===== config.mk =====
export PLATFORM = sky130hd
export DESIGN_NAME = ccr_control_regs
export DESIGN_NICKNAME = d
export VERILOG_FILES = /design/src/logic/ccr_pkg.sv /design/src/logic/ccr_control_regs.sv
export SDC_FILE = /design/constraint.sdc
export NUM_CORES = 1
export LEC_CHECK = 0
export ABC_AREA = 1
export BUFFER_PORTS_ARGS = -buffer_cell sky130_fd_sc_hd__buf_2
export CAP_MARGIN = 20
export CORE_ASPECT_RATIO = 0.75
export CORE_MARGIN = 2
export CORE_UTILIZATION = 57
export CTS_BUF_LIST = sky130_fd_sc_hd__clkbuf_4
export DETAILED_ROUTE_END_ITERATION = 8
export PLACE_DENSITY = 0.79
export SETUP_SLACK_MARGIN = 0.3
export SYNTH_ARGS = -nofsm -noshare
export SYNTH_HDL_FRONTEND = slang
export SYNTH_SLANG_ARGS = --single-unit

===== constraint.sdc =====
create_clock -name sys_clk_i -period 9.12 [get_ports sys_clk_i]
set_clock_uncertainty 0.1 [all_clocks]
set_input_delay 1.824 -clock sys_clk_i [delete_from_list [all_inputs] [get_ports sys_clk_i]]
set_output_delay 1.824 -clock sys_clk_i [all_outputs]
set_load 0.05 [all_outputs]

===== src/logic/ccr_pkg.sv =====
// Constants, register map and channel states of the converter control bank.
// Assumes one clock for the lite port and the core side.
package ccr_pkg;
    localparam int ADDR_W = 32;
    localparam int DATA_W = 32;
    localparam int RESP_W = 2;
    // Offset bits decoded; upper address bits are the base address
    localparam int DEC_W = 12;
    localparam logic [1:0] RESP_OKAY = 2'h0;
    localparam logic [11:0] OFS_CORE_CONTROL = 12'h000;
    localparam logic [11:0] OFS_PIXEL_COUNT = 12'h01C;
    // Double-buffered set, in index order
    localparam int NUM_DB = 10;
    localparam int IDX_FRAME = 0;
    localparam int IDX_UPPER = 1;
    localparam int IDX_LOWER = 2;
    localparam int IDX_ROFS = 3;
    localparam int IDX_GOFS = 4;
    localparam int IDX_BOFS = 5;
    localparam int IDX_COEF_A = 6;
    localparam int IDX_COEF_B = 7;
    localparam int IDX_COEF_C = 8;
    localparam int IDX_COEF_D = 9;
    localparam logic [11:0] OFS_DB [NUM_DB] = '{
        12'h020, 12'h100, 12'h104, 12'h108, 12'h10C,
        12'h110, 12'h114, 12'h118, 12'h11C, 12'h120};
    localparam logic [31:0] MASK_DB [NUM_DB] = '{
        32'h1FFF1FFF, 32'h0000FFFF, 32'h0000FFFF,
        32'hFFFFFFFF, 32'hFFFFFFFF, 32'hFFFFFFFF,
        32'h0003FFFF, 32'h0003FFFF, 32'h0003FFFF, 32'h0003FFFF};
    // Plain build-time defaults: 32x32 frame, 8-bit limits
    localparam logic [31:0] DEF_DB [NUM_DB] = '{
        32'h00200020, 32'h000000FF, 32'h00000000,
        32'h00000000, 32'h00000000, 32'h00000000,
        32'h00000000, 32'h00000000, 32'h00000000, 32'h00000000};
    // Control bit positions
    localparam int CTL_ENABLE = 0;
    localparam int CTL_COMMIT = 1;
    localparam int CTL_BYPASS = 4;
    localparam int CTL_TPG = 5;
    localparam int CTL_FSYNC_RST = 30;
    localparam int CTL_SRESET = 31;
    localparam logic [31:0] CTL_WR_MASK = 32'hC0000033;
    localparam logic [31:0] CTL_DBG_BITS = 32'h00000030;
    localparam int FDIM_PIX_W = 13;
    localparam int FDIM_LINE_LSB = 16;
    localparam int LIMIT_W = 16;
    localparam int COEF_W = 18;
    // Lite reset is carried by two flops into the core side
    localparam int RST_SYNC_STAGES = 2;
    // Least reset hold the system must give, in cycles
    localparam int RST_HOLD_CYCLES = 32;
    typedef enum logic [1:0] {
        CH_IDLE = 2'b00,
        CH_ACCEPT = 2'b01,
        CH_RESP = 2'b10
    } ccr_chan_e;
endpackage


===== src/logic/ccr_control_regs.sv =====
// Control register bank of a colour-space converter behind a lite port.
// Assumes lite port and core share sys_clk_i; frame and pixel events
// arrive as one-cycle pulses already qualified by the stream handshake.
module ccr_control_regs
    import ccr_pkg::*;
#(
    parameter bit HAS_LITE = 1'b1,
    parameter bit HAS_DEBUG = 1'b1,
    parameter logic [31:0] DEF_REGS [NUM_DB] = DEF_DB
)
(
    input wire logic sys_clk_i,
    input wire logic rst_i,
    input wire logic s_axi_aclken_i,
    input wire logic s_axi_awvalid_i,
    output logic s_axi_awready_o,
    input wire logic [ccr_pkg::ADDR_W-1:0] s_axi_awaddr_i,
    input wire logic s_axi_wvalid_i,
    output logic s_axi_wready_o,
    input wire logic [ccr_pkg::DATA_W-1:0] s_axi_wdata_i,
    output logic [ccr_pkg::RESP_W-1:0] s_axi_bresp_o,
    output logic s_axi_bvalid_o,
    input wire logic s_axi_bready_i,
    input wire logic s_axi_arvalid_i,
    output logic s_axi_arready_o,
    input wire logic [ccr_pkg::ADDR_W-1:0] s_axi_araddr_i,
    output logic s_axi_rvalid_o,
    input wire logic s_axi_rready_i,
    output logic [ccr_pkg::DATA_W-1:0] s_axi_rdata_o,
    output logic [ccr_pkg::RESP_W-1:0] s_axi_rresp_o,
    input wire logic frame_end_i,
    input wire logic frame_busy_i,
    input wire logic pixel_done_i,
    output logic core_reset_o,
    output logic software_enable_o,
    output logic bypass_o,
    output logic test_pattern_o,
    output logic [31:0] frame_dimensions_o,
    output logic [ccr_pkg::LIMIT_W-1:0] output_upper_limit_o,
    output logic [ccr_pkg::LIMIT_W-1:0] output_lower_limit_o,
    output logic [31:0] red_offset_o,
    output logic [31:0] green_offset_o,
    output logic [31:0] blue_offset_o,
    output logic [ccr_pkg::COEF_W-1:0] matrix_coef_first_o,
    output logic [ccr_pkg::COEF_W-1:0] matrix_coef_second_o,
    output logic [ccr_pkg::COEF_W-1:0] matrix_coef_third_o,
    output logic [ccr_pkg::COEF_W-1:0] matrix_coef_fourth_o
);
    import ccr_pkg::*;

    // Debug bits are never stored when debug features are left out
    localparam logic [31:0] CTL_MASK =
        HAS_DEBUG ? CTL_WR_MASK : (CTL_WR_MASK & ~CTL_DBG_BITS);
    localparam logic [31:0] CTL_RST = {31'h0, ~HAS_LITE};

    ccr_chan_e wst_q;
    ccr_chan_e rst_q;
    logic wrdy_q;
    logic bvalid_q;
    logic ardy_q;
    logic rvalid_q;
    logic [31:0] rdata_q;
    logic [31:0] rdata_d;
    logic [31:0] ctrl_q;
    logic [31:0] proc_q [NUM_DB];
    logic [31:0] act_q [NUM_DB];
    logic [31:0] pix_q;
    logic [RST_SYNC_STAGES-1:0] rsync_q;
    logic core_rst_q;
    logic wr_fire;
    logic rd_fire;
    logic ctrl_hit;
    logic fsr_done;
    logic soft_rst;
    logic [DEC_W-1:0] wr_ofs;
    logic [DEC_W-1:0] rd_ofs;
    logic rd_mapped;

    // Handshakes complete on the edge where ready is high; valid is held
    // gated by enable
    assign wr_fire = (wst_q == CH_ACCEPT) && s_axi_aclken_i;
    assign rd_fire = (rst_q == CH_ACCEPT) && s_axi_aclken_i;
    assign wr_ofs = s_axi_awaddr_i[DEC_W-1:0];
    assign rd_ofs = s_axi_araddr_i[DEC_W-1:0];
    assign ctrl_hit = wr_fire && (wr_ofs == OFS_CORE_CONTROL);
    assign soft_rst = ctrl_q[CTL_SRESET];
    // end of frame, or at once when idle
    assign fsr_done = ctrl_q[CTL_FSYNC_RST] && (frame_end_i || !frame_busy_i);

    // Write channel: address and data taken together
    // sample on edge, reset wins
    always_ff @(posedge sys_clk_i)
    begin
        if (rst_i)
        begin
            wst_q <= CH_IDLE;
            wrdy_q <= 1'b0;
            bvalid_q <= 1'b0;
        end
        else if (s_axi_aclken_i)
        begin
            case (wst_q)
                CH_IDLE:
                begin
                    if (HAS_LITE && s_axi_awvalid_i && s_axi_wvalid_i)
                    begin
                        wst_q <= CH_ACCEPT;
                        wrdy_q <= 1'b1;
                    end
                end
                CH_ACCEPT:
                begin
                    wst_q <= CH_RESP;
                    wrdy_q <= 1'b0;
                    bvalid_q <= 1'b1;
                end
                CH_RESP:
                begin
                    if (s_axi_bready_i)
                    begin
                        wst_q <= CH_IDLE;
                        bvalid_q <= 1'b0;
                    end
                end
                default:
                begin
                    wst_q <= CH_IDLE;
                    wrdy_q <= 1'b0;
                    bvalid_q <= 1'b0;
                end
            endcase
        end
    end

    // Read data mux; processor set is what software reads back
    // unmapped reads zero
    always_comb
    begin
        rdata_d = '0;
        if (rd_ofs == OFS_CORE_CONTROL)
            rdata_d = ctrl_q;
        if (rd_ofs == OFS_PIXEL_COUNT && HAS_DEBUG)
            rdata_d = pix_q;
        for (int i = 0; i < NUM_DB; i++)
        begin
            if (rd_ofs == OFS_DB[i])
                rdata_d = proc_q[i];
        end
    end

    // Map decoded apart from the mux, so the unmapped check stays honest
    always_comb
    begin
        rd_mapped = (rd_ofs == OFS_CORE_CONTROL);
        rd_mapped = rd_mapped || (rd_ofs == OFS_PIXEL_COUNT);
        for (int i = 0; i < NUM_DB; i++)
            rd_mapped = rd_mapped || (rd_ofs == OFS_DB[i]);
    end

    // Read channel: data captured on the address handshake edge
    always_ff @(posedge sys_clk_i)
    begin
        if (rst_i)
        begin
            rst_q <= CH_IDLE;
            ardy_q <= 1'b0;
            rvalid_q <= 1'b0;
            rdata_q <= '0;
        end
        else if (s_axi_aclken_i)
        begin
            case (rst_q)
                CH_IDLE:
                begin
                    if (HAS_LITE && s_axi_arvalid_i)
                    begin
                        rst_q <= CH_ACCEPT;
                        ardy_q <= 1'b1;
                    end
                end
                CH_ACCEPT:
                begin
                    rst_q <= CH_RESP;
                    ardy_q <= 1'b0;
                    rvalid_q <= 1'b1;
                    rdata_q <= rdata_d;
                end
                CH_RESP:
                begin
                    if (s_axi_rready_i)
                    begin
                        rst_q <= CH_IDLE;
                        rvalid_q <= 1'b0;
                    end
                end
                default:
                begin
                    rst_q <= CH_IDLE;
                    ardy_q <= 1'b0;
                    rvalid_q <= 1'b0;
                end
            endcase
        end
    end

    // Control register; frame-sync bit clears itself, a new set wins
    always_ff @(posedge sys_clk_i)
    begin
        if (rst_i)
            ctrl_q <= CTL_RST;
        else
        begin
            if (fsr_done)
                ctrl_q[CTL_FSYNC_RST] <= 1'b0;
            if (ctrl_hit)
                ctrl_q <= s_axi_wdata_i & CTL_MASK;
        end
    end

    // Processor set; soft reset holds it at defaults
    always_ff @(posedge sys_clk_i)
    begin
        if (rst_i || soft_rst)
        begin
            for (int i = 0; i < NUM_DB; i++)
                proc_q[i] <= DEF_REGS[i] & MASK_DB[i];
        end
        else if (wr_fire)
        begin
            for (int i = 0; i < NUM_DB; i++)
            begin
                if (wr_ofs == OFS_DB[i])
                    proc_q[i] <= s_axi_wdata_i & MASK_DB[i];
            end
        end
    end

    // Active set, updated only on a committed frame boundary; soft reset holds it at defaults
    always_ff @(posedge sys_clk_i)
    begin
        if (rst_i || soft_rst)
        begin
            for (int i = 0; i < NUM_DB; i++)
                act_q[i] <= DEF_REGS[i] & MASK_DB[i];
        end
        else if (frame_end_i && ctrl_q[CTL_COMMIT])
        begin
            for (int i = 0; i < NUM_DB; i++)
                act_q[i] <= proc_q[i];
        end
    end

    // Pixel throughput monitor; wraps silently at full scale
    always_ff @(posedge sys_clk_i)
    begin
        if (rst_i || soft_rst || fsr_done)
            pix_q <= '0;
        else if (HAS_DEBUG && pixel_done_i)
            pix_q <= pix_q + 32'h00000001;
    end

    // Reset into core side; first stage feeds only the second
    // two-flop resync
    always_ff @(posedge sys_clk_i)
    begin
        rsync_q <= {rsync_q[RST_SYNC_STAGES-2:0], rst_i};
    end

    // Core reset from lite reset, immediate and frame-sync soft resets
    always_ff @(posedge sys_clk_i)
    begin
        if (rst_i)
            core_rst_q <= 1'b1;
        else
            core_rst_q <= rsync_q[RST_SYNC_STAGES-1] | soft_rst | fsr_done;
    end

    // Outputs straight from flops, except both response codes tied to OKAY
    // enable needs no frame sync
    assign software_enable_o = ctrl_q[CTL_ENABLE];
    assign bypass_o = ctrl_q[CTL_BYPASS];
    assign test_pattern_o = ctrl_q[CTL_TPG];
    assign core_reset_o = core_rst_q;
    assign s_axi_awready_o = wrdy_q;
    assign s_axi_wready_o = wrdy_q;
    assign s_axi_bvalid_o = bvalid_q;
    assign s_axi_bresp_o = RESP_OKAY;
    assign s_axi_rresp_o = RESP_OKAY;
    assign s_axi_arready_o = ardy_q;
    assign s_axi_rvalid_o = rvalid_q;
    assign s_axi_rdata_o = rdata_q;
    assign frame_dimensions_o = act_q[IDX_FRAME];
    assign output_upper_limit_o = act_q[IDX_UPPER][LIMIT_W-1:0];
    assign output_lower_limit_o = act_q[IDX_LOWER][LIMIT_W-1:0];
    assign red_offset_o = act_q[IDX_ROFS];
    assign green_offset_o = act_q[IDX_GOFS];
    assign blue_offset_o = act_q[IDX_BOFS];
    assign matrix_coef_first_o = act_q[IDX_COEF_A][COEF_W-1:0];
    assign matrix_coef_second_o = act_q[IDX_COEF_B][COEF_W-1:0];
    assign matrix_coef_third_o = act_q[IDX_COEF_C][COEF_W-1:0];
    assign matrix_coef_fourth_o = act_q[IDX_COEF_D][COEF_W-1:0];
endmodule


# == Word level (Yosys, flattened, before mapping) ==
# Memory sizes are Yosys's and may differ from the RTL's.
# Index checks and enable logic that the tools add are counted.
# op_classes
addsub,1
n_eq_ne,29
mux,93
bitwise,26
reduce_logical,21
# op_table
operator,n
$mux 32,32
$eq 12x9->1 const B,18
$mux 1,50
$add 32x1->32 const B,1
$mux 31,1
$eq 12x6->1 const B,2
$logic_not 12->1,2
$or 1x1->1,22
$reduce_and 3->1,6
$eq 12x5->1 const B,1
$pmux 2 s3,2
$mux 2,4
$ne 2x2->1 const B,4
$pmux 1 s3,2
$logic_and 1x1->1,5
$eq 2x1->1 const B,2
$eq 2x2->1 const B,2
$logic_not 2->1,2
$not 1->1,4
$pmux 1 s2,2
$logic_or 1x1->1,3
$reduce_and 2->1,1
$reduce_bool 2->1,1
$logic_not 1->1,1
# word_totals
reg_bits,81
mem_bits_rw,640
in_bits,107
out_inout_bits,277
word_cells,184
n_memories,2
# memory_table
name,words,width,rd,rd_clocked_by_memory_dff,write_ports,line_no,text
act_q,10,32,10,0,10,ccr_control_regs.sv:66,logic [31:0] act_q [NUM_DB];
proc_q,10,32,10,0,10,ccr_control_regs.sv:65,logic [31:0] proc_q [NUM_DB];

# == Depth between registers and ports, before layout ==
# depth
depth_word,13
depth_mapped,15
ltp_nobuf,14

# == Least setup slack after synthesis ==
# No wires, ideal clock.
# synth_path
path_type,input port to flip-flop
from,input port rst_i
to,memory act_q[0][0] (enable)
setup_ns,1.753
t_arrival_ns,6.274
slack_ns,0.993
cell_stages,4
cell_sequence,nor2_1 buf_1 clkbuf_1 nand2_1
# synth_lines
item,line_no,text
"start, declared",ccr_control_regs.sv:13,"input wire logic rst_i,"
"end, declared",ccr_control_regs.sv:66,

==> results.cfg <==
[global_route]
grt_first_pass_wirelength_microns = 98600
grt_max_degree = 127
grt_pass1_vias = 16730
grt.overflow.total = 0
antenna_found_initial = 7
grt_usage_pct = 32.7

[floorplanning]
row_count = 63
die_w_microns = 234
core_sq_um = 39300
pin_count = 384
fp.dieH_microns = 176
initial_core_util_pct = 57.4
die-area_sq_um = 41200

[outcome]
status = completed

[pwr]
power_frac_clock_pct = 40.6
pwr-share-seq_pct = 52.6
power_leakage_uw = 0.0112
powerDensity_nw_per_um2 = 197
p_sw_share_pct = 25.0
netSwitchingPower_uw = 1300
p_comb_share_pct = 6.8
peakVddDrop_uv = 134
internal_power_uw = 3900

[cts]
cts_tree = done
cts_buffers = 134
ctsResizeCount = 0
postCtsHoldBufs = 0
postCtsSetupBuffers = 0
clk_pin_slew_ps = 70
clk_path_buf_depth = 3
cts_max_level = 4
clkSinkCount = 533
clock_latency_ps = 860
cts-root-buf = clkbuf_4

[timing]
setup_ws_ps = 4900
slew_headroom_pct = 18.9
finalSetupViolCount = 0
post-route-min-period_ps = 4220
max_freq_mhz = 237
worst_pin_slew_ps = 1210
rsz0062_at_grt = no
post-route-period-util_pct = 46.2
final_max_slew_viol_count = 0
finalHoldWorstSlack_ps = 230
tns_ps = 0
hold_viol = 0

[cells_and_area]
final_layout_size_suffix_gt1_share_pct = 24.9
finalNetCount = 2696
fillCellCount = 2996
syn2layout_area_growth_pct = 17.2

[synthesis]
yosys_most_used_dff = edfxtp_1
synth-edff-count = 452
synthCells = 2189
yosys.area.top_type = edfxtp_1
yosysWarnings = 0
yosysMostFrequentCell = nor2_1
yosys.area.top_type_share_pct = 60.2
synth_area_per_cell_sq_um = 10.3
yosys-top-cells-area = edfxtp_1 (60%), nor2_1 (8.3%), dfxtp_1 (7.2%)
synthArstFlopShare_pct = 0
ys_seq_area_share_pct = 67.4
synth_seq_cells = 533
ys_top_cells_by_count = nor2_1 (498), edfxtp_1 (452), inv_1 (331)
synth_cell_types = 51
syn-cell-area_sq_um = 22500

[setup_path]
critPathSlowestCell = buf_4
path_cells = buf_2, buf_4, nor2_1, inv_1, nor2_1, inv_6, buf_4, nor2_1
reg2reg_from = ctrl_q[31]
start_kind = input pin
critPathMaxStageDelay_ps = 900
path_delay_family = buffers and inverters
cp_num_buf_inv = 5
cp-end-kind = flip-flop
worstSetupPathType = in -> reg
worst-path-max-fanout = 126
critPathLaunch = rst_i
crit_required_ps = 9550
arrival_ps = 4650
crit_path_frequent_cell = nor2_1

[routing]
antenna_left = 0
first_pass_iters = 7
drt_iter0_markers = 2686
drc = 0
vias = 17958
wl_per_cell_microns = 21.2
viasPerCell = 5.58
route.final.wire_length_microns = 68100

[placement]
portBuffers = 333
dp_hpwl_microns = 46300
place.gp.congestion = 0.957
pre_cts_slack_ps = 4020

[min_path]
hp-class = reg -> reg
hp-start = rsync_q[0]

[flow_run]
maxCapViolCount = 0
cell usage in the layout (no fill, tap or decap), types with 7 or more instances in the layout:
cell	count
o21ai_0	76
nand2_2	12
nand3_1	73
conb_1	10
a21oi_1	110
edfxtp_1	452
nand2_1	238
nand4_1	16
nor2_1	498
diode_2	8
nor2_4	10
buf_4	12
o22ai_1	10
nor3_1	26
o21ai_1	30
or2_2	9
inv_2	24
dfxtp_1	81
nand3_2	7
clkbuf_4	213
buf_2	333
nor2_2	14
inv_1	331
o21ai_2	7
clkinv_1	31
o311ai_1	11
through the flow:
step                cell area, sq um  utilization (%)  power, uW  cells
finish                         26400             67.3       5210   3220
global placement               24500             62.5       3130   2968
floorplan                      22600                -       3030   2198
global route                   26400             67.3       5360   3219
detailed placement             24500             62.5       3130   2968
CTS                            26300             67.0       5210   3208
per-layer routing:
metal | wire length, microns | track usage [%] | up-vias
li1 | - | - | 8019
met1 | 26300 | 45.7 | 8530
met5 | 0 | 0 | -
met2 | 30400 | 47.8 | 1251
met4 | 2340 | 12.9 | 0
met3 | 9010 | 10.5 | 158
worst paths after layout:
path                                    end  slack (ps)  cells after the start
worst max-delay path            act_q[6][5]        4900                      8
worst min-delay path             rsync_q[1]         230                      0
worst max register to register  act_q[6][5]        6100                      6
worst min register to register   rsync_q[1]         230                      0
logic make-up (layout without fill, tap and decap cells):
| logic type | Yosys count | count (layout) | share of synthesized area (%) |
|---|---|---|---|
| simple gates | 925 | 925 | 17.7 |
| flops | 533 | 533 | 67.4 |
| buf+inv | 462 | 956 | 8.17 |
| compound gates | 264 | 264 | 6.47 |
| xor+xnor | 3 | 3 | 0.117 |
| fa+ha+maj | 1 | 1 | 0.0555 |
| other cells | 1 | 18 | 0.0166 |
power by group through the flow:
| stage | clock network [uW] | logic (uW) | registers, uW |
|---|---|---|---|
| after floorplan | 0 | 101 | 2930 |
| after global placement | 0 | 338 | 2790 |
| after detailed placement | 0 | 343 | 2790 |
| after CTS | 2120 | 344 | 2740 |
| after global routing | 2250 | 366 | 2740 |
| final | 2110 | 352 | 2740 |
flip-flops by register name (all words and copies together) (netlist names):
name             flops
act_q              226
core_reset_o         1
ctrl_q               6
pix_q               32
proc_q             226
rst_q                2
rsync_q              2
s_axi_arready_o      1
s_axi_awready_o      1
s_axi_bvalid_o       1
s_axi_rdata_o       32
s_axi_rvalid_o       1
wst_q                2
layout make-up:
cell class | instances | area [sq um] | share of cell area (%)
antenna | 8 | 20.0 | 0.0758
clock buffer | 213 | 1600 | 6.05
clock inverter | 27 | 186 | 0.706
inverter | 367 | 1390 | 5.24
multi-input combinational | 1203 | 5550 | 21.0
sequential | 533 | 15200 | 57.5
tap | 520 | 651 | 2.46
timing repair buffer | 349 | 1840 | 6.96
(Power assumes the default switching activity.)
